File: src/pmic_regs_pkg.sv
// constants, types and register layout for the rail enable and resume flag registers
// Function
// - flag set if rail kept on through suspend
// - flag clear from off or rail off
// - unlock key register always reads zero
// - host writes key to unlock protected registers
// - buck6 clear ignored once seal broken
// - seal status zero intact, one broken
// - sequencer overrides bucks1-4, switch1, linreg enables
// - enable bit one turns rail on
// - pin3 low on zero, high-impedance on one
// - warm-reset option disables pin3 output bit
// - warm-reset option makes pin3 bucks1-2 reset input
// - output2 open-drain, ignored while pairing set
// - output1 open-drain, ignored while pairing set
// - pairing makes pin1 input driving output2
package pmic_regs_pkg;

  localparam logic [7:0] ADDR_RESUME_FLAGS = 8'h07;
  localparam logic [7:0] ADDR_UNLOCK_KEY = 8'h10;
  localparam logic [7:0] ADDR_CONV_EN = 8'h11;
  localparam logic [7:0] ADDR_SW_EN = 8'h12;

  localparam logic [7:0] RESET_RESUME_FLAGS = 8'h00;
  localparam logic [7:0] RESET_CONV_EN = 8'h00;
  localparam logic [7:0] RESET_SW_EN = 8'h00;
  localparam logic [7:0] KEY_READ_VALUE = 8'h00;

  // writable bits; everything else reads zero
  localparam logic [7:0] CONV_EN_WRITE_MASK = 8'h3f;
  localparam logic [7:0] SW_EN_WRITE_MASK = 8'h7f;

  localparam int BUCK6_ON_BIT = 5;
  localparam int SWITCH1_ON_BIT = 1;
  localparam int LINREG_ON_BIT = 0;
  localparam int PIN1_LEVEL_BIT = 4;
  localparam int PIN2_LEVEL_BIT = 5;
  localparam int PIN3_LEVEL_BIT = 6;

  localparam logic [7:0] UNLOCK_KEY_VALUE = 8'h5a;
  localparam logic [6:0] DEVICE_BUS_ADDR = 7'h2b;

  typedef enum logic [2:0] {
    ST_IDLE,
    ST_ADDR,
    ST_ACK,
    ST_WRITE,
    ST_READ,
    ST_RACK
  } serial_state_type;

endpackage : pmic_regs_pkg

File: src/pin_sync.sv
// three-stage synchroniser with agreement filter for asynchronous pins
`timescale 1ns/1ps
module pin_sync #(
  parameter int WIDTH = 1
) (
  input wire logic ref_clk_i, // system clock
  input wire logic rst_n_i, // synchronised reset, active low
  input wire logic [WIDTH-1:0] pin_i, // raw pin levels
  output logic [WIDTH-1:0] level_o // filtered levels
);
  initial begin
    if (WIDTH < 1) $error("pin_sync width must be at least one");
  end

  genvar g;
  generate
    for (g = 0; g < WIDTH; g++) begin : g_bit
      logic s1_q, s2_q, s3_q, lvl_q, lvl_d;
      always_comb begin
        lvl_d = lvl_q;
        // s1 is only read by s2; a change counts once s2 and s3 agree
        if (s2_q == s3_q) lvl_d = s3_q;
      end
      always_ff @(posedge ref_clk_i or negedge rst_n_i) begin
        if (!rst_n_i) begin
          s1_q <= 1'b1;
          s2_q <= 1'b1;
          s3_q <= 1'b1;
          lvl_q <= 1'b1;
        end else begin
          s1_q <= pin_i[g];
          s2_q <= s1_q;
          s3_q <= s2_q;
          lvl_q <= lvl_d;
        end
      end
      assign level_o[g] = lvl_q;
    end
  endgenerate
endmodule : pin_sync

File: src/serial_reg_slave.sv
// two-wire serial slave: subaddress pointer, byte writes and auto-increment reads
`timescale 1ns/1ps
module serial_reg_slave #(
  parameter logic [6:0] BUS_ADDR = pmic_regs_pkg::DEVICE_BUS_ADDR
) (
  input wire logic ref_clk_i, // system clock
  input wire logic rst_n_i, // synchronised reset, active low
  input wire logic scl_i, // filtered clock line
  input wire logic sda_i, // filtered data line
  input wire logic [7:0] rdata_i, // read data at ptr_o
  output logic sda_oe_n_o, // low while pulling data line low
  output logic [7:0] ptr_o, // register pointer
  output logic wr_stb_o, // one-cycle write strobe
  output logic [7:0] wr_addr_o, // write address
  output logic [7:0] wr_data_o // write data
);
  pmic_regs_pkg::serial_state_type st_q, st_d;
  logic scl_q, sda_q, rw_q, rw_d, got_ptr_q, got_ptr_d, nack_q, nack_d;
  logic drive_q, drive_d, wr_stb_d, oe_n_q;
  logic [3:0] cnt_q, cnt_d;
  logic [7:0] sh_q, sh_d, tx_q, tx_d, ptr_q, ptr_d, wa_q, wa_d, wd_q, wd_d;
  logic rise, fall, start, stop;

  assign rise = scl_i & ~scl_q;
  assign fall = ~scl_i & scl_q;
  assign start = scl_i & scl_q & sda_q & ~sda_i;
  assign stop = scl_i & scl_q & ~sda_q & sda_i;

  always_comb begin
    st_d = st_q;
    rw_d = rw_q;
    got_ptr_d = got_ptr_q;
    nack_d = nack_q;
    drive_d = drive_q;
    cnt_d = cnt_q;
    sh_d = sh_q;
    tx_d = tx_q;
    ptr_d = ptr_q;
    wa_d = wa_q;
    wd_d = wd_q;
    wr_stb_d = 1'b0;
    if (start) begin
      st_d = pmic_regs_pkg::ST_ADDR;
      cnt_d = 4'h0;
      drive_d = 1'b0;
      got_ptr_d = 1'b0;
    end else if (stop) begin
      st_d = pmic_regs_pkg::ST_IDLE;
      drive_d = 1'b0;
    end else begin
      case (st_q)
        pmic_regs_pkg::ST_ADDR, pmic_regs_pkg::ST_WRITE: begin
          if (rise && cnt_q != 4'h8) begin
            sh_d = {sh_q[6:0], sda_i};
            cnt_d = cnt_q + 4'h1;
          end else if (fall && cnt_q == 4'h8) begin
            cnt_d = 4'h0;
            if (st_q == pmic_regs_pkg::ST_ADDR) begin
              if (sh_q[7:1] == BUS_ADDR) begin
                rw_d = sh_q[0];
                drive_d = 1'b1;
                st_d = pmic_regs_pkg::ST_ACK;
              end else begin
                st_d = pmic_regs_pkg::ST_IDLE;
              end
            end else begin
              drive_d = 1'b1;
              st_d = pmic_regs_pkg::ST_ACK;
              if (!got_ptr_q) begin
                ptr_d = sh_q;
                got_ptr_d = 1'b1;
              end else begin
                wr_stb_d = 1'b1;
                wa_d = ptr_q;
                wd_d = sh_q;
                ptr_d = ptr_q + 8'h01;
              end
            end
          end
        end
        pmic_regs_pkg::ST_ACK: begin
          if (fall) begin
            if (rw_q) begin
              tx_d = rdata_i;
              drive_d = ~rdata_i[7];
              st_d = pmic_regs_pkg::ST_READ;
            end else begin
              drive_d = 1'b0;
              st_d = pmic_regs_pkg::ST_WRITE;
            end
          end
        end
        pmic_regs_pkg::ST_READ: begin
          if (fall) begin
            tx_d = {tx_q[6:0], 1'b0};
            cnt_d = cnt_q + 4'h1;
            if (cnt_q == 4'h7) begin
              cnt_d = 4'h0;
              drive_d = 1'b0;
              ptr_d = ptr_q + 8'h01;
              st_d = pmic_regs_pkg::ST_RACK;
            end else begin
              drive_d = ~tx_q[6];
            end
          end
        end
        pmic_regs_pkg::ST_RACK: begin
          if (rise) nack_d = sda_i;
          if (fall) begin
            if (nack_q) begin
              st_d = pmic_regs_pkg::ST_IDLE;
            end else begin
              tx_d = rdata_i;
              drive_d = ~rdata_i[7];
              st_d = pmic_regs_pkg::ST_READ;
            end
          end
        end
        default: begin
          drive_d = 1'b0;
        end
      endcase
    end
  end

  always_ff @(posedge ref_clk_i or negedge rst_n_i) begin
    if (!rst_n_i) begin
      st_q <= pmic_regs_pkg::ST_IDLE;
      scl_q <= 1'b1;
      sda_q <= 1'b1;
      rw_q <= 1'b0;
      got_ptr_q <= 1'b0;
      nack_q <= 1'b0;
      drive_q <= 1'b0;
      oe_n_q <= 1'b1;
      cnt_q <= 4'h0;
      sh_q <= 8'h00;
      tx_q <= 8'h00;
      ptr_q <= 8'h00;
      wa_q <= 8'h00;
      wd_q <= 8'h00;
      wr_stb_o <= 1'b0;
    end else begin
      st_q <= st_d;
      scl_q <= scl_i;
      sda_q <= sda_i;
      rw_q <= rw_d;
      got_ptr_q <= got_ptr_d;
      nack_q <= nack_d;
      drive_q <= drive_d;
      // kept as its own flop so the pin enable leaves no gate after the register
      oe_n_q <= ~drive_d;
      cnt_q <= cnt_d;
      sh_q <= sh_d;
      tx_q <= tx_d;
      ptr_q <= ptr_d;
      wa_q <= wa_d;
      wd_q <= wd_d;
      wr_stb_o <= wr_stb_d;
    end
  end

  assign sda_oe_n_o = oe_n_q;
  assign ptr_o = ptr_q;
  assign wr_addr_o = wa_q;
  assign wr_data_o = wd_q;
endmodule : serial_reg_slave

File: src/pmic_rail_enable_and_flag_regs.sv
// rail enable, unlock key and resume flag registers with open-drain pin control
`timescale 1ns/1ps
module pmic_rail_enable_and_flag_regs #(
  parameter logic [6:0] BUS_ADDR = pmic_regs_pkg::DEVICE_BUS_ADDR
) (
  input wire logic ref_clk_i, // 10 MHz clock
  input wire logic arst_n_i, // asynchronous reset, active low
  input wire logic scl_i, // serial clock pin
  input wire logic sda_i, // serial data pin level
  output logic sda_o, // serial data drive level
  output logic sda_oe_n_o, // low while pulling data low
  input wire logic freshness_seal_status_i, // 0 intact, 1 broken
  input wire logic pin_pairing_select_i, // pin1 becomes input for output2
  input wire logic warm_reset_pin_option_i, // pin3 becomes warm reset input
  input wire logic seq_update_i, // sequencer rewrite pulse
  input wire logic [3:0] seq_buck_on_i, // sequencer buck4..1 enables
  input wire logic seq_switch1_on_i, // sequencer switch1 enable
  input wire logic seq_linreg_on_i, // sequencer linreg enable
  input wire logic power_up_i, // power-up completed pulse
  input wire logic from_suspend_i, // power-up came from suspend
  input wire logic [7:0] suspend_enables_i, // rails enabled during suspend
  output logic [5:0] buck_on_o, // buck6..1 enables
  output logic [2:0] switch_on_o, // switch3..1 enables
  output logic linreg_on_o, // linreg enable
  input wire logic pin1_i, // pin1 level
  output logic pin1_o, // pin1 drive level
  output logic pin1_oe_n_o, // low while pulling pin1 low
  output logic pin2_o, // output2 drive level
  output logic pin2_oe_n_o, // low while pulling output2 low
  input wire logic pin3_i, // pin3 level
  output logic pin3_o, // pin3 drive level
  output logic pin3_oe_n_o, // low while pulling pin3 low
  output logic warm_reset_bucks12_o // one-cycle warm reset pulse
);
  logic rst_a_q, rst_n;
  logic scl_f, sda_f, pin1_f, pin3_f;
  logic wr_stb;
  logic [7:0] wr_addr, wr_data, ptr, rdata;
  logic [7:0] conv_q, conv_d, sw_q, sw_d, flags_q, flags_d;
  logic armed_q, armed_d;
  logic p1_q, p1_d, p2_q, p2_d, p3_q, p3_d, p3_prev_q, wr_q, wr_d;

  always_ff @(posedge ref_clk_i or negedge arst_n_i) begin
    if (!arst_n_i) begin
      rst_a_q <= 1'b0;
      rst_n <= 1'b0;
    end else begin
      rst_a_q <= 1'b1;
      rst_n <= rst_a_q;
    end
  end

  pin_sync #(.WIDTH(4)) u_sync (
    .ref_clk_i(ref_clk_i),
    .rst_n_i(rst_n),
    .pin_i({scl_i, sda_i, pin1_i, pin3_i}),
    .level_o({scl_f, sda_f, pin1_f, pin3_f})
  );

  serial_reg_slave #(.BUS_ADDR(BUS_ADDR)) u_bus (
    .ref_clk_i(ref_clk_i),
    .rst_n_i(rst_n),
    .scl_i(scl_f),
    .sda_i(sda_f),
    .rdata_i(rdata),
    .sda_oe_n_o(sda_oe_n_o),
    .ptr_o(ptr),
    .wr_stb_o(wr_stb),
    .wr_addr_o(wr_addr),
    .wr_data_o(wr_data)
  );

  // open drain: only ever drive low
  assign sda_o = 1'b0;
  assign pin1_o = 1'b0;
  assign pin2_o = 1'b0;
  assign pin3_o = 1'b0;

  function automatic logic [7:0] read_reg(input logic [7:0] a, input logic [7:0] fl, input logic [7:0] cv,
                                          input logic [7:0] sw);
    case (a)
      pmic_regs_pkg::ADDR_RESUME_FLAGS: read_reg = fl;
      pmic_regs_pkg::ADDR_UNLOCK_KEY: read_reg = pmic_regs_pkg::KEY_READ_VALUE;
      pmic_regs_pkg::ADDR_CONV_EN: read_reg = cv & pmic_regs_pkg::CONV_EN_WRITE_MASK;
      pmic_regs_pkg::ADDR_SW_EN: read_reg = sw & pmic_regs_pkg::SW_EN_WRITE_MASK;
      default: read_reg = 8'h00;
    endcase
  endfunction : read_reg

  assign rdata = read_reg(ptr, flags_q, conv_q, sw_q);

  // enable registers, unlock state
  always_comb begin
    conv_d = conv_q;
    sw_d = sw_q;
    armed_d = armed_q;
    if (wr_stb) begin
      // one unlock buys exactly one protected write; any other write re-locks
      if (wr_addr == pmic_regs_pkg::ADDR_UNLOCK_KEY) begin
        armed_d = (wr_data == pmic_regs_pkg::UNLOCK_KEY_VALUE);
      end else begin
        armed_d = 1'b0;
      end
      if (armed_q && wr_addr == pmic_regs_pkg::ADDR_CONV_EN) begin
        conv_d = wr_data & pmic_regs_pkg::CONV_EN_WRITE_MASK;
        // broken seal (status one) keeps buck6 on
        if (freshness_seal_status_i && conv_q[pmic_regs_pkg::BUCK6_ON_BIT]) begin
          conv_d[pmic_regs_pkg::BUCK6_ON_BIT] = 1'b1;
        end
      end
      if (armed_q && wr_addr == pmic_regs_pkg::ADDR_SW_EN) begin
        sw_d = wr_data & pmic_regs_pkg::SW_EN_WRITE_MASK;
      end
    end
    // sequencer wins over a software write in the same cycle
    if (seq_update_i) begin
      conv_d[3:0] = seq_buck_on_i;
      sw_d[pmic_regs_pkg::SWITCH1_ON_BIT] = seq_switch1_on_i;
      sw_d[pmic_regs_pkg::LINREG_ON_BIT] = seq_linreg_on_i;
    end
  end

  always_ff @(posedge ref_clk_i or negedge rst_n) begin
    if (!rst_n) begin
      conv_q <= pmic_regs_pkg::RESET_CONV_EN;
      sw_q <= pmic_regs_pkg::RESET_SW_EN;
      armed_q <= 1'b0;
    end else begin
      conv_q <= conv_d;
      sw_q <= sw_d;
      armed_q <= armed_d;
    end
  end

  // resume flags: loaded only by power-up, never by the bus
  always_comb begin
    flags_d = flags_q;
    if (power_up_i) begin
      flags_d = from_suspend_i ? suspend_enables_i : 8'h00;
    end
  end

  always_ff @(posedge ref_clk_i or negedge rst_n) begin
    if (!rst_n) begin
      flags_q <= pmic_regs_pkg::RESET_RESUME_FLAGS;
    end else begin
      flags_q <= flags_d;
    end
  end

  // pin control; oe_n high means high-impedance
  always_comb begin
    p1_d = pin_pairing_select_i ? 1'b1 : sw_q[pmic_regs_pkg::PIN1_LEVEL_BIT];
    p2_d = pin_pairing_select_i ? pin1_f : sw_q[pmic_regs_pkg::PIN2_LEVEL_BIT];
    p3_d = warm_reset_pin_option_i ? 1'b1 : sw_q[pmic_regs_pkg::PIN3_LEVEL_BIT];
    // falling edge of pin3 only, so a held-low pin resets once
    wr_d = warm_reset_pin_option_i & p3_prev_q & ~pin3_f;
  end

  always_ff @(posedge ref_clk_i or negedge rst_n) begin
    if (!rst_n) begin
      p1_q <= 1'b0;
      p2_q <= 1'b0;
      p3_q <= 1'b0;
      p3_prev_q <= 1'b1;
      wr_q <= 1'b0;
    end else begin
      p1_q <= p1_d;
      p2_q <= p2_d;
      p3_q <= p3_d;
      p3_prev_q <= pin3_f;
      wr_q <= wr_d;
    end
  end

  assign pin1_oe_n_o = p1_q;
  assign pin2_oe_n_o = p2_q;
  assign pin3_oe_n_o = p3_q;
  assign warm_reset_bucks12_o = wr_q;
  assign buck_on_o = conv_q[5:0];
  assign switch_on_o = sw_q[3:1];
  assign linreg_on_o = sw_q[0];

  key_reads_zero_a: assert property (@(posedge ref_clk_i) disable iff (!rst_n)
    (ptr == pmic_regs_pkg::ADDR_UNLOCK_KEY) |-> (rdata == 8'h00))
    else $error("unlock key read back nonzero");

  flags_from_suspend_a: assert property (@(posedge ref_clk_i) disable iff (!rst_n)
    (power_up_i && from_suspend_i) |=> (flags_q == $past(suspend_enables_i)))
    else $error("resume flags not loaded from suspend enables");

  flags_from_off_a: assert property (@(posedge ref_clk_i) disable iff (!rst_n)
    (power_up_i && !from_suspend_i) |=> (flags_q == 8'h00))
    else $error("resume flags not cleared on power-up from off");

  locked_write_a: assert property (@(posedge ref_clk_i) disable iff (!rst_n)
    (wr_stb && !armed_q && wr_addr == pmic_regs_pkg::ADDR_SW_EN && !seq_update_i) |=> $stable(sw_q))
    else $error("enable register changed without unlock");

  unlock_write_a: assert property (@(posedge ref_clk_i) disable iff (!rst_n)
    (wr_stb && armed_q && wr_addr == pmic_regs_pkg::ADDR_SW_EN && !seq_update_i)
    |=> (switch_on_o == $past(wr_data[3:1])) && (linreg_on_o == $past(wr_data[0])))
    else $error("unlocked write did not reach rail enables");

  buck6_kept_a: assert property (@(posedge ref_clk_i) disable iff (!rst_n)
    (wr_stb && armed_q && wr_addr == pmic_regs_pkg::ADDR_CONV_EN && freshness_seal_status_i && conv_q[5])
    |=> buck_on_o[5])
    else $error("buck6 cleared with seal broken");

  seq_override_a: assert property (@(posedge ref_clk_i) disable iff (!rst_n)
    seq_update_i |=> (buck_on_o[3:0] == $past(seq_buck_on_i)) && (switch_on_o[0] == $past(seq_switch1_on_i)))
    else $error("sequencer rewrite lost");

  reserved_zero_a: assert property (@(posedge ref_clk_i) disable iff (!rst_n)
    (conv_q[7:6] == 2'b00) && !sw_q[7])
    else $error("reserved enable bits set");

  pin3_option_a: assert property (@(posedge ref_clk_i) disable iff (!rst_n)
    warm_reset_pin_option_i |=> pin3_oe_n_o)
    else $error("pin3 driven under warm reset option");

  pin3_drive_a: assert property (@(posedge ref_clk_i) disable iff (!rst_n)
    !warm_reset_pin_option_i |=> (pin3_oe_n_o == $past(sw_q[6])))
    else $error("pin3 does not follow its output bit");

  pin1_pairing_a: assert property (@(posedge ref_clk_i) disable iff (!rst_n)
    pin_pairing_select_i |=> pin1_oe_n_o && (pin2_oe_n_o == $past(pin1_f)))
    else $error("pairing mode pin mismatch");

  pin1_plain_a: assert property (@(posedge ref_clk_i) disable iff (!rst_n)
    !pin_pairing_select_i |=> (pin1_oe_n_o == $past(sw_q[4])) && (pin2_oe_n_o == $past(sw_q[5])))
    else $error("output1 or output2 does not follow its bit");

  warm_pulse_a: assert property (@(posedge ref_clk_i) disable iff (!rst_n)
    (warm_reset_pin_option_i && p3_prev_q && !pin3_f) |=> warm_reset_bucks12_o ##1 !warm_reset_bucks12_o)
    else $error("warm reset pulse wrong");
endmodule : pmic_rail_enable_and_flag_regs

File: config.mk
export PLATFORM = sky130hd
export DESIGN_NAME = pmic_rail_enable_and_flag_regs
export DESIGN_NICKNAME = d
export VERILOG_FILES = /design/src/pmic_regs_pkg.sv /design/src/pin_sync.sv /design/src/serial_reg_slave.sv /design/src/pmic_rail_enable_and_flag_regs.sv
export SDC_FILE = /design/constraint.sdc
export NUM_CORES = 1
export LEC_CHECK = 0
export ABC_AREA = 1
export ABC_CLOCK_PERIOD_IN_PS = 5600
export CAP_MARGIN = 20
export CORE_UTILIZATION = 55
export CTS_CLUSTER_SIZE = 10
export DETAILED_ROUTE_END_ITERATION = 10
export DONT_BUFFER_PORTS = 1
export PLACE_DENSITY = 0.67
export SLEW_MARGIN = 20
export SYNTH_ARGS = -nofsm -noshare
export SYNTH_HDL_FRONTEND = slang
export SYNTH_SLANG_ARGS = --single-unit
File: constraint.sdc
create_clock -name ref_clk_i -period 5.6 [get_ports ref_clk_i]
set_input_delay 0.28 -clock ref_clk_i [delete_from_list [all_inputs] [get_ports ref_clk_i]]
set_output_delay 0.28 -clock ref_clk_i [all_outputs]
set_load 0.02 [all_outputs]
After elaboration in Yosys (flattened, before gate mapping). Cells that the tools add are included.

Memory bits (read-only): 0. Output and inout bits: 19. Memories: 0. Bits in registers: 99. Logic and storage cells: 207. RAM bits: 0. Input bits: 26. Bits in latches: 0.

Order comparisons: 0. Reduce and logical (&&, ||, !) cells: 28. Bitwise logic cells: 21. Multiply operators: 0. Divide/modulo/power cells: 0. Multiplexer cells: 72. Shift operators: 0. Equality and inequality tests: 40. Add/sub/neg operators: 2.

Operators by type and width (number): 8-bit two-way mux (7); 8-bit by 5-bit == test with 1-bit output (second input constant) (5); 4-bit two-way mux (9); 7-bit two-way mux (5); 1-bit two-way mux (30); 3-bit two-way mux (10); 4-bit by 1-bit != test with 1-bit output (second input constant) (6); 8-bit case mux with 3 select lines (1); 7-bit case mux with 3 select lines (1); 7-bit AND reduction (3); 2-bit by 1-bit != test with 1-bit output (second input constant) (9); 8-bit case mux with 2 select lines (1); 8-bit AND reduction (2); 1-bit inverter (12); 3-bit case mux with 4 select lines (1); 4-bit AND reduction (3); 2-bit nonzero test (6); 2-bit two-way mux (5); 1-bit AND (9); 8-bit by 1-bit adder with 8-bit output (second input constant) (1); 8-bit by 3-bit == test with 1-bit output (second input constant) (1); 8-bit by 7-bit == test with 1-bit output (second input constant) (1); 4-bit case mux with 2 select lines (1); 2-bit AND reduction (4); other kinds (18) (30).

Depth between registers and ports, before layout. Gate-level depths: netlist (run 1).

Depth in word-level cells: 9. Mapped depth: 11.

Cells and area by module. From an unflattened synthesis (run 1), not the netlist that was laid out.

Cell total of the unflattened synthesis: 590. Area, all modules: 4917.2 um^2.

Modules (own cells, without submodules): serial_reg_slave (sequential area each 1355.0 um^2, cells an instance 347, instances 1, area an instance 2795.2 um^2); pmic_rail_enable_and_flag_regs (sequential area each 726.9 um^2, cells an instance 207, instances 1, area an instance 1606.5 um^2); pin_sync (sequential area each 420.4 um^2, cells an instance 36, instances 1, area an instance 515.5 um^2).

Worst setup path after synthesis (run 1). No wires, ideal clock.

Path type: register to register. Start: register u_bus.cnt_q[0]. End: register u_bus.wa_q[4] (netlist: u_bus.wr_addr_o[4]). Library setup time: 0.120 ns. Data required time: 5.480 ns. Cell stages (with the launch flop): 11. Clock period less this slack: 1.573 ns. Path slack: 4.027 ns. Data arrival time: 1.453 ns. Path through: dfrtp_1 > inv_1 > ha_1 > nand3_1 > nor2_2 > nand3_1 > nor2_2 > inv_1 > buf_4 > nand2_1 > o21ai_2.

Cells in the longest elaborated chain, start to end: 4.

RTL lines: start, declared (line serial_reg_slave.sv:20) `logic [3:0] cnt_q, cnt_d;`; start signal, assigned (line serial_reg_slave.sv:153) `cnt_q <= cnt_d;`; 4-bit != test (line serial_reg_slave.sv:53) `if (rise && cnt_q != 4'h8) begin`; 1-bit logical AND (line serial_reg_slave.sv:53); 1-bit inverter (no source line); 7-bit AND reduction (no source line) *; end signal, assigned (line serial_reg_slave.sv:157) `wa_q <= wa_d;`; end, declared (line serial_reg_slave.sv:21) `logic [7:0] sh_q, sh_d, tx_q, tx_d, ptr_q, ptr_d, wa_q, wa_d, wd_q, wd_d;`.

Every way passes the cells marked *; elsewhere a longest branch is shown, timed or not. A chain may end at the register's enable or synchronous reset.

Worst setup path after layout (run 1).
Start: register u_bus.cnt_q[0]. End: register u_bus.wa_q[7] (netlist: u_bus.wr_addr_o[7]).

The elaborated chain is that of the path after synthesis.

==> results of run 1 <==
==> final timing paths <==
check	start	slack (ps)	cells after the start	endpoint
min in group asynchronous	arst_n_i	130	1	rst_n
worst max-delay path	u_bus.cnt_q[0]	3170	9	u_bus.wr_addr_o[7]
worst max register to register	u_bus.cnt_q[0]	3170	9	u_bus.wr_addr_o[7]
max in group asynchronous	rst_n	4200	1	u_bus.st_q[0]
worst min register to register	rst_n	310	0	u_bus.wr_addr_o[4]
worst min-delay path	seq_update_i	30	2	sw_q[1]
==> metal layers <==
metal	wire length [um]	global-route usage, %
met2	4246	36.35
met4	208	8.846
met3	467	5.340
met5	0	0
met1	4548	32.61
==> power by group through the flow <==
| stage | clock network, mW | registers (mW) | logic, mW |
|---|---|---|---|
| floorplan | 0 | 0.904 | 0.339 |
| global placement | 0 | 0.936 | 0.385 |
| detailed placement | 0 | 0.939 | 0.397 |
| CTS | 0.500 | 0.927 | 0.403 |
| global route | 0.531 | 0.944 | 0.468 |
| finish | 0.485 | 0.926 | 0.401 |
==> synth_stat cells <==
cell,instances
inv_2,3
xor2_1,4
or2_2,2
nor3b_2,2
nor2_1,44
nor2_2,7
o21ai_1,5
nor4_1,1
inv_1,65
nand3_2,1
nand3b_1,1
buf_2,5
nor3_1,3
o211ai_1,3
nand3_4,1
ha_1,5
maj3_1,4
buf_6,2
dfstp_2,20
nor2_4,2
nand2_2,3
nand3_1,55
conb_1,2
o21ai_0,57
buf_1,1
dfrtp_1,79
a21oi_1,11
o21ai_2,6
nand4_1,5
buf_4,8
mux2_2,1
clkbuf_1,5
o211ai_2,1
nand2_1,142
==> flip-flops by register name, summed over array words and instances (netlist names), 3 cells and up <==
name and count:
u_bus.cnt_q 4, u_bus.st_q 3, sw_q 7, u_bus.ptr_o 8, u_sync.g_bit.lvl_q 4, u_sync.g_bit.s2_q 4
u_bus.tx_q 7, u_bus.wr_addr_o 8, u_bus.wr_data_o 8, u_sync.g_bit.s3_q 4, conv_q 6, u_bus.sh_q 8
u_sync.g_bit.s1_q 4, flags_q 8
==> cell type report <==
type                    count  share of cell area, %
clock buffers               9                  2.473
flip-flops and latches     99                  50.02
clock inverters             7                  1.823
inverters                  68                  5.095
well taps                 105                  2.622
multi-input cells         371                  36.01
repair buffers             10                  1.948
==> kinds of logic after synthesis <==
logic type | synth area share, %
muxes | 0.2406
xor gates and xnor gates | 0.7484
and+or+nand+nor | 25.29
adders and majority gates | 2.192
AOI/OAI and AO/OA | 9.676
DFF | 53.46
other | 0.1604
buffers and inverters | 8.233
==> what timing repair did <==
item | CTS | global route
endpoints found under the hold margin | 16 | 1
resized for setup | 0 | 0
hold buffers | 8 | 1
==> metrics by stage <==
step | instance area [sq um] | util, % | cells
finish | 5010 | 60.97 | 669
global route | 5010 | 60.97 | 669
CTS | 5000 | 60.85 | 668
detailed placement | 4705 | 57.26 | 644
global placement | 4705 | 57.26 | 644
floorplan | 4692 | - | 559
==> critical path, stage by stage, from the launching register on <==
cell and delay (ps):
dfrtp_1 420, inv_1 80, ha_1 140, nand3_1 160, nor2_2 200, nand3_1 130, nor2_2 560, inv_1 390
nand2_1 170, o21ai_2 60
==> reports/summary.txt, run 1 <==
Die width = 94.25 um
CP Class = reg -> reg
H-tree depth = 3
Core Area = 8217 sq um
Vias in the first global route = 3,324
Hold WS = 33.34 ps
Initial antenna violation count = 0
Post-DP HPWL = 6752 um
Final setup fails = 0
Number of buffers created by CTS = 9
First-pass GRT wire length = 16,030 um
Seq pwr share = 51.1%
CP Max Fanout = 22
Avg WL per Cell = 14.16 um
Clock Latency Late Sink = 370 ps
Clock Path Buffers = 2
Row count = 33
Boundary Pins = 45
Storage element area = 2506 sq um
Number of diodes = 0
Ratio of cells with drive above 1 in the final layout = 11.88%
Final min period = 2435 ps
Cells after Synth = 556
Peak Freq = 0.4108 GHz
Post-Syn Area per Cell = 8.419 sq um
Worst setup EP type = register
DR pass1 iterations = 4
Routed vias = 3,459
Power Internal = 1.165 mW
Worst hold path type = in -> reg
Post-detailed-route count of antenna-violating nets = 0
Mapped cell area = 4681 sq um
Static Leak = 2.357 nW
Required @ worst endpoint = 5860 ps
Setup TNS = 0 ps
Die Span Y = 94.25 um
Worst vdd ir = 269.5 uV
Seq cells post-synth = 99
Gate power share = 22.1%
Setup Buffers After CTS = 0
Post-layout total power = 1.813 mW
Power Dens Cells = 361.8 nW/um^2
Final hold vios = 0
Largest net degree at the start of global routing = 58
CTS tree = yes
DRC = 0
IO Port Bufs = 0
Max Cap Viol = 0
Drt via density = 5.170
Fill cells = 708
GR Overflow Total = 0
Sw frac = 35.72%
RSZ-0062 raised after global routing = false
Skew final = 14.21 ps
Clk pwr share = 26.8%
Fin crit share = 43.47%
Syn-to-layout area delta = 7.030%
Clk sink count = 99
Max-slew violation count = 0
Gr usage total = 23.68%
Yosys cell types = 34
Post-synthesis sequential area ratio = 53.46%
Initial detailed-routing violation count = 205
Cell accounting for the most synthesized area = dfrtp_1
Place WS = 3174 ps
Die ar. = 8883 sq um
Cell at the root of the clock tree = clkbuf_8
WP data arrival = 2690 ps
GP Congestion = 0.8801
Worst-Margin Slew = 698.3 ps
Slew headroom = 53.45%
Setup ws final = 3165 ps
Clock Pin Slew Worst Setup and Hold Paths = 110 ps
Count of warnings emitted by yosys = 0
Outcome = finished, final reports clean
Fin nets = 590
Multi-input combinational cell area = 1804 sq um
Top-area cell type share of the netlist area = 42.23%
Final wirelength = 9471 um
Switching Power = 647.5 uW
Most frequent cells in the layout = nand2_1, dfrtp_1, inv_1
Area contributors post-synth = dfrtp_1, nand2_1, dfstp_2
Initial Util = 56.97%
CP startpoint kind = register
Commonest non-fill, non-tap cell in the layout = nand2_1
Power figures use the tool's default switching activity.
==> inputs of run 2 (changes only) <==
Settings changed: ABC_CLOCK_PERIOD_IN_PS 5600 to 2100, PLACE_DENSITY 0.67 to 0.7.
Clock period 5.6 ns to 2.1 ns, I/O delays scaled along.
==> run 2 against run 1 <==
  * Flip-flop and latch count is the same
  * Largest cell class unchanged
  * First-iteration DRC count shrank 21%
  * Largest power group unchanged
  * Total power grew to 2.7 times the previous value
  * Fmax grew 32%
==> reports/summary.txt, run 2 (synthesis results as in run 1) <==
Outcome = finished, final reports clean
Die Span Y = 94.25 um (unchanged)
IO Port Bufs = 0 (unchanged)
Critical Path Most Common Cell = nand2_1
RR Startpoint = u_sync.g_bit[2].lvl_q
Final wirelength = 9484 um (+0.14%)
CP startpoint = u_sync.g_bit[2].lvl_q
Routed vias = 3,606 (+4.2%)
CP Max Fanout = 13 (-41%)
Switching Power = 1.783 mW (+180%)
Power Dens Cells = 926.1 nW/um^2 (+160%)
Max-slew violation count = 0 (unchanged)
CP Class = reg -> reg
Required @ worst endpoint = 2370 ps (-3490 ps)
Worst vdd ir = 460.6 uV (+71%)
Worst path max stage delay = 570 ps (about the same)
Clock Path Buffers = 2 (unchanged)
First-pass GRT wire length = 16,030 um (unchanged)
Fin crit share = 88.00% (+45 points)
Worst-Margin Slew = 555.6 ps (-142.7 ps)
H-tree depth = 3 (unchanged)
Vias in the first global route = 3,452 (+3.9%)
Post-DP HPWL = 6672 um (-1.2%)
Clock Pin Slew Worst Setup and Hold Paths = 100 ps (about the same)
CP startpoint kind = register
Clock Latency Late Sink = 370 ps (about the same)
Worst path cell trace = inv_1 > nand3_1 > nand2_1 > inv_1 > nand2_1 > nor2_4 > inv_1 > nand2_1 > nand2_1
WP data arrival = 2110 ps (-580 ps)
WP buf/inv = 3 (+1)
Initial antenna violation count = 0 (unchanged)
Number of diodes = 0 (unchanged)
Skew final = 15.38 ps (+1.172 ps)
Most frequent cells in the layout = nand2_1, dfrtp_1, inv_1
Gate power share = 23.3% (+1.2 points)
Ratio of cells with drive above 1 in the final layout = 11.68% (-0.20 points)
Worst hold path type = in -> reg
Hold WS = 269.1 ps (+235.8 ps)
Core Area = 8217 sq um (unchanged)
Die ar. = 8883 sq um (unchanged)
Setup Buffers After CTS = 0 (unchanged)
Avg WL per Cell = 13.80 um (-2.5%)
RSZ-0062 raised after global routing = false
Initial detailed-routing violation count = 162 (-21%)
Peak Freq = 0.5411 GHz (+32%)
Die width = 94.25 um (unchanged)
Power Internal = 3.027 mW (+160%)
Initial Util = 56.97% (unchanged)
Fin nets = 608 (+3.1%)
DR pass1 iterations = 4 (unchanged)
Critical Path Slowest Stage Cell = dfstp_2
Worst setup EP type = register
Gr usage total = 23.50% (-0.18 points)
Max Cap Viol = 0 (unchanged)
Drt via density = 5.249 (+1.5%)
Commonest non-fill, non-tap cell in the layout = nand2_1
Post-detailed-route count of antenna-violating nets = 0 (unchanged)
Final min period = 1848 ps (-586.4 ps)
Largest net degree at the start of global routing = 98 (+69%)
Clk pwr share = 25.3% (-1.5 points)
Final setup fails = 0 (unchanged)
GP Congestion = 0.8850 (+0.56%)
Cell family with most CP delay = simple AND/OR/NAND/NOR gates
DRC = 0 (unchanged)
Clk sink count = 99 (unchanged)
Number of buffers created by CTS = 9 (unchanged)
Hold_sp = scl_i
Seq pwr share = 51.4% (+0.3 points)
GR Overflow Total = 0 (unchanged)
Syn-to-layout area delta = 10.96%
Fill cells = 712 (+0.56%)
Setup TNS = 0 ps (unchanged)
Row count = 33 (unchanged)
Cell at the root of the clock tree = clkbuf_8
CTS tree = yes
Boundary Pins = 45 (unchanged)
Final hold vios = 0 (unchanged)
Slew headroom = 62.86% (+9.4 points)
Sw frac = 37.07% (+1.4 points)
Static Leak = 2.433 nW (+3.2%)
[run 2: changes by cell type in the layout (fill, tap and decap cells not counted), sizes merged]
cell and delta:
buf +1, dlygate4sd3 +17, clkinv +2, bufinv -1, clkinvlp -1
[run 2: worst reg2reg max path, stage by stage, from the launching register on]
cell and delay (ps):
dfstp_2 570, inv_1 60, nand3_1 190, nand2_1 180, inv_1 110, nand2_1 90, nor2_4 270, inv_1 140
nand2_1 80, nand2_1 50
[run 2: metrics by stage]
stage,worst slack (ps),instances,cell area [sq um],util [%],total power [mW]
finish,251.9,687,5194,63.21,4.810
global route,63.55,687,5194,63.21,5.140
CTS,246.6,687,5187,63.13,4.834
detailed placement,262.4,645,4725,57.50,3.555
global placement,313.8,645,4725,57.50,3.535
floorplan,455.7,559,4693,-,3.313
[run 2: worst paths after layout]
kind / end / slack, ps / cells past startpoint
max: u_bus.ptr_o[7] / 250 / 9
min: u_sync.g_bit[3].s1_q / 270 / 1
max reg2reg: u_bus.ptr_o[7] / 250 / 9
min reg2reg: u_sync.g_bit[2].s2_q / 360 / 0
max in group asynchronous: u_bus.sda_oe_n_o / 1320 / 1
min in group asynchronous: u_bus.sh_q[6] / 380 / 1
[run 2: layer usage]
layer | up-vias | wire length [um] | track usage [%]
met4 | 0 | 179 | 9.487
met1 | 1705 | 4497 | 32.09
met3 | 15 | 426 | 3.722
met5 | - | 0 | 0
met2 | 80 | 4380 | 37.32
li1 | 1806 | - | -
[run 2: power groups by stage]
stage	logic, mW	clock network (mW)	registers (mW)
3_3_place_gp	1.05	0	2.49
6_report	1.12	1.22	2.47
3_5_place_dp	1.06	0	2.49
2_1_floorplan	0.904	0	2.41
4_1_cts	1.12	1.26	2.46
5_1_grt	1.30	1.33	2.51
[run 2: area by class of cell]
type | instances | area (sq um) | share of cell area (%)
repair buffers | 28 | 287.8 | 5.541
well taps | 105 | 131.4 | 2.530
flip-flops and latches | 99 | 2506 | 48.25
inverters | 68 | 255.2 | 4.914
multi-input cells | 371 | 1810 | 34.86
clock buffers | 9 | 123.9 | 2.385
clock inverters | 7 | 78.83 | 1.518
[run 2: repair_timing]
| item | in CTS | in global routing |
|---|---|---|
| endpoints found under the hold margin | 25 | 0 |
| setup endpoints to repair | 0 | 1 |
| hold buffers | 26 | 0 |
| gates resized for setup | 0 | 1 |
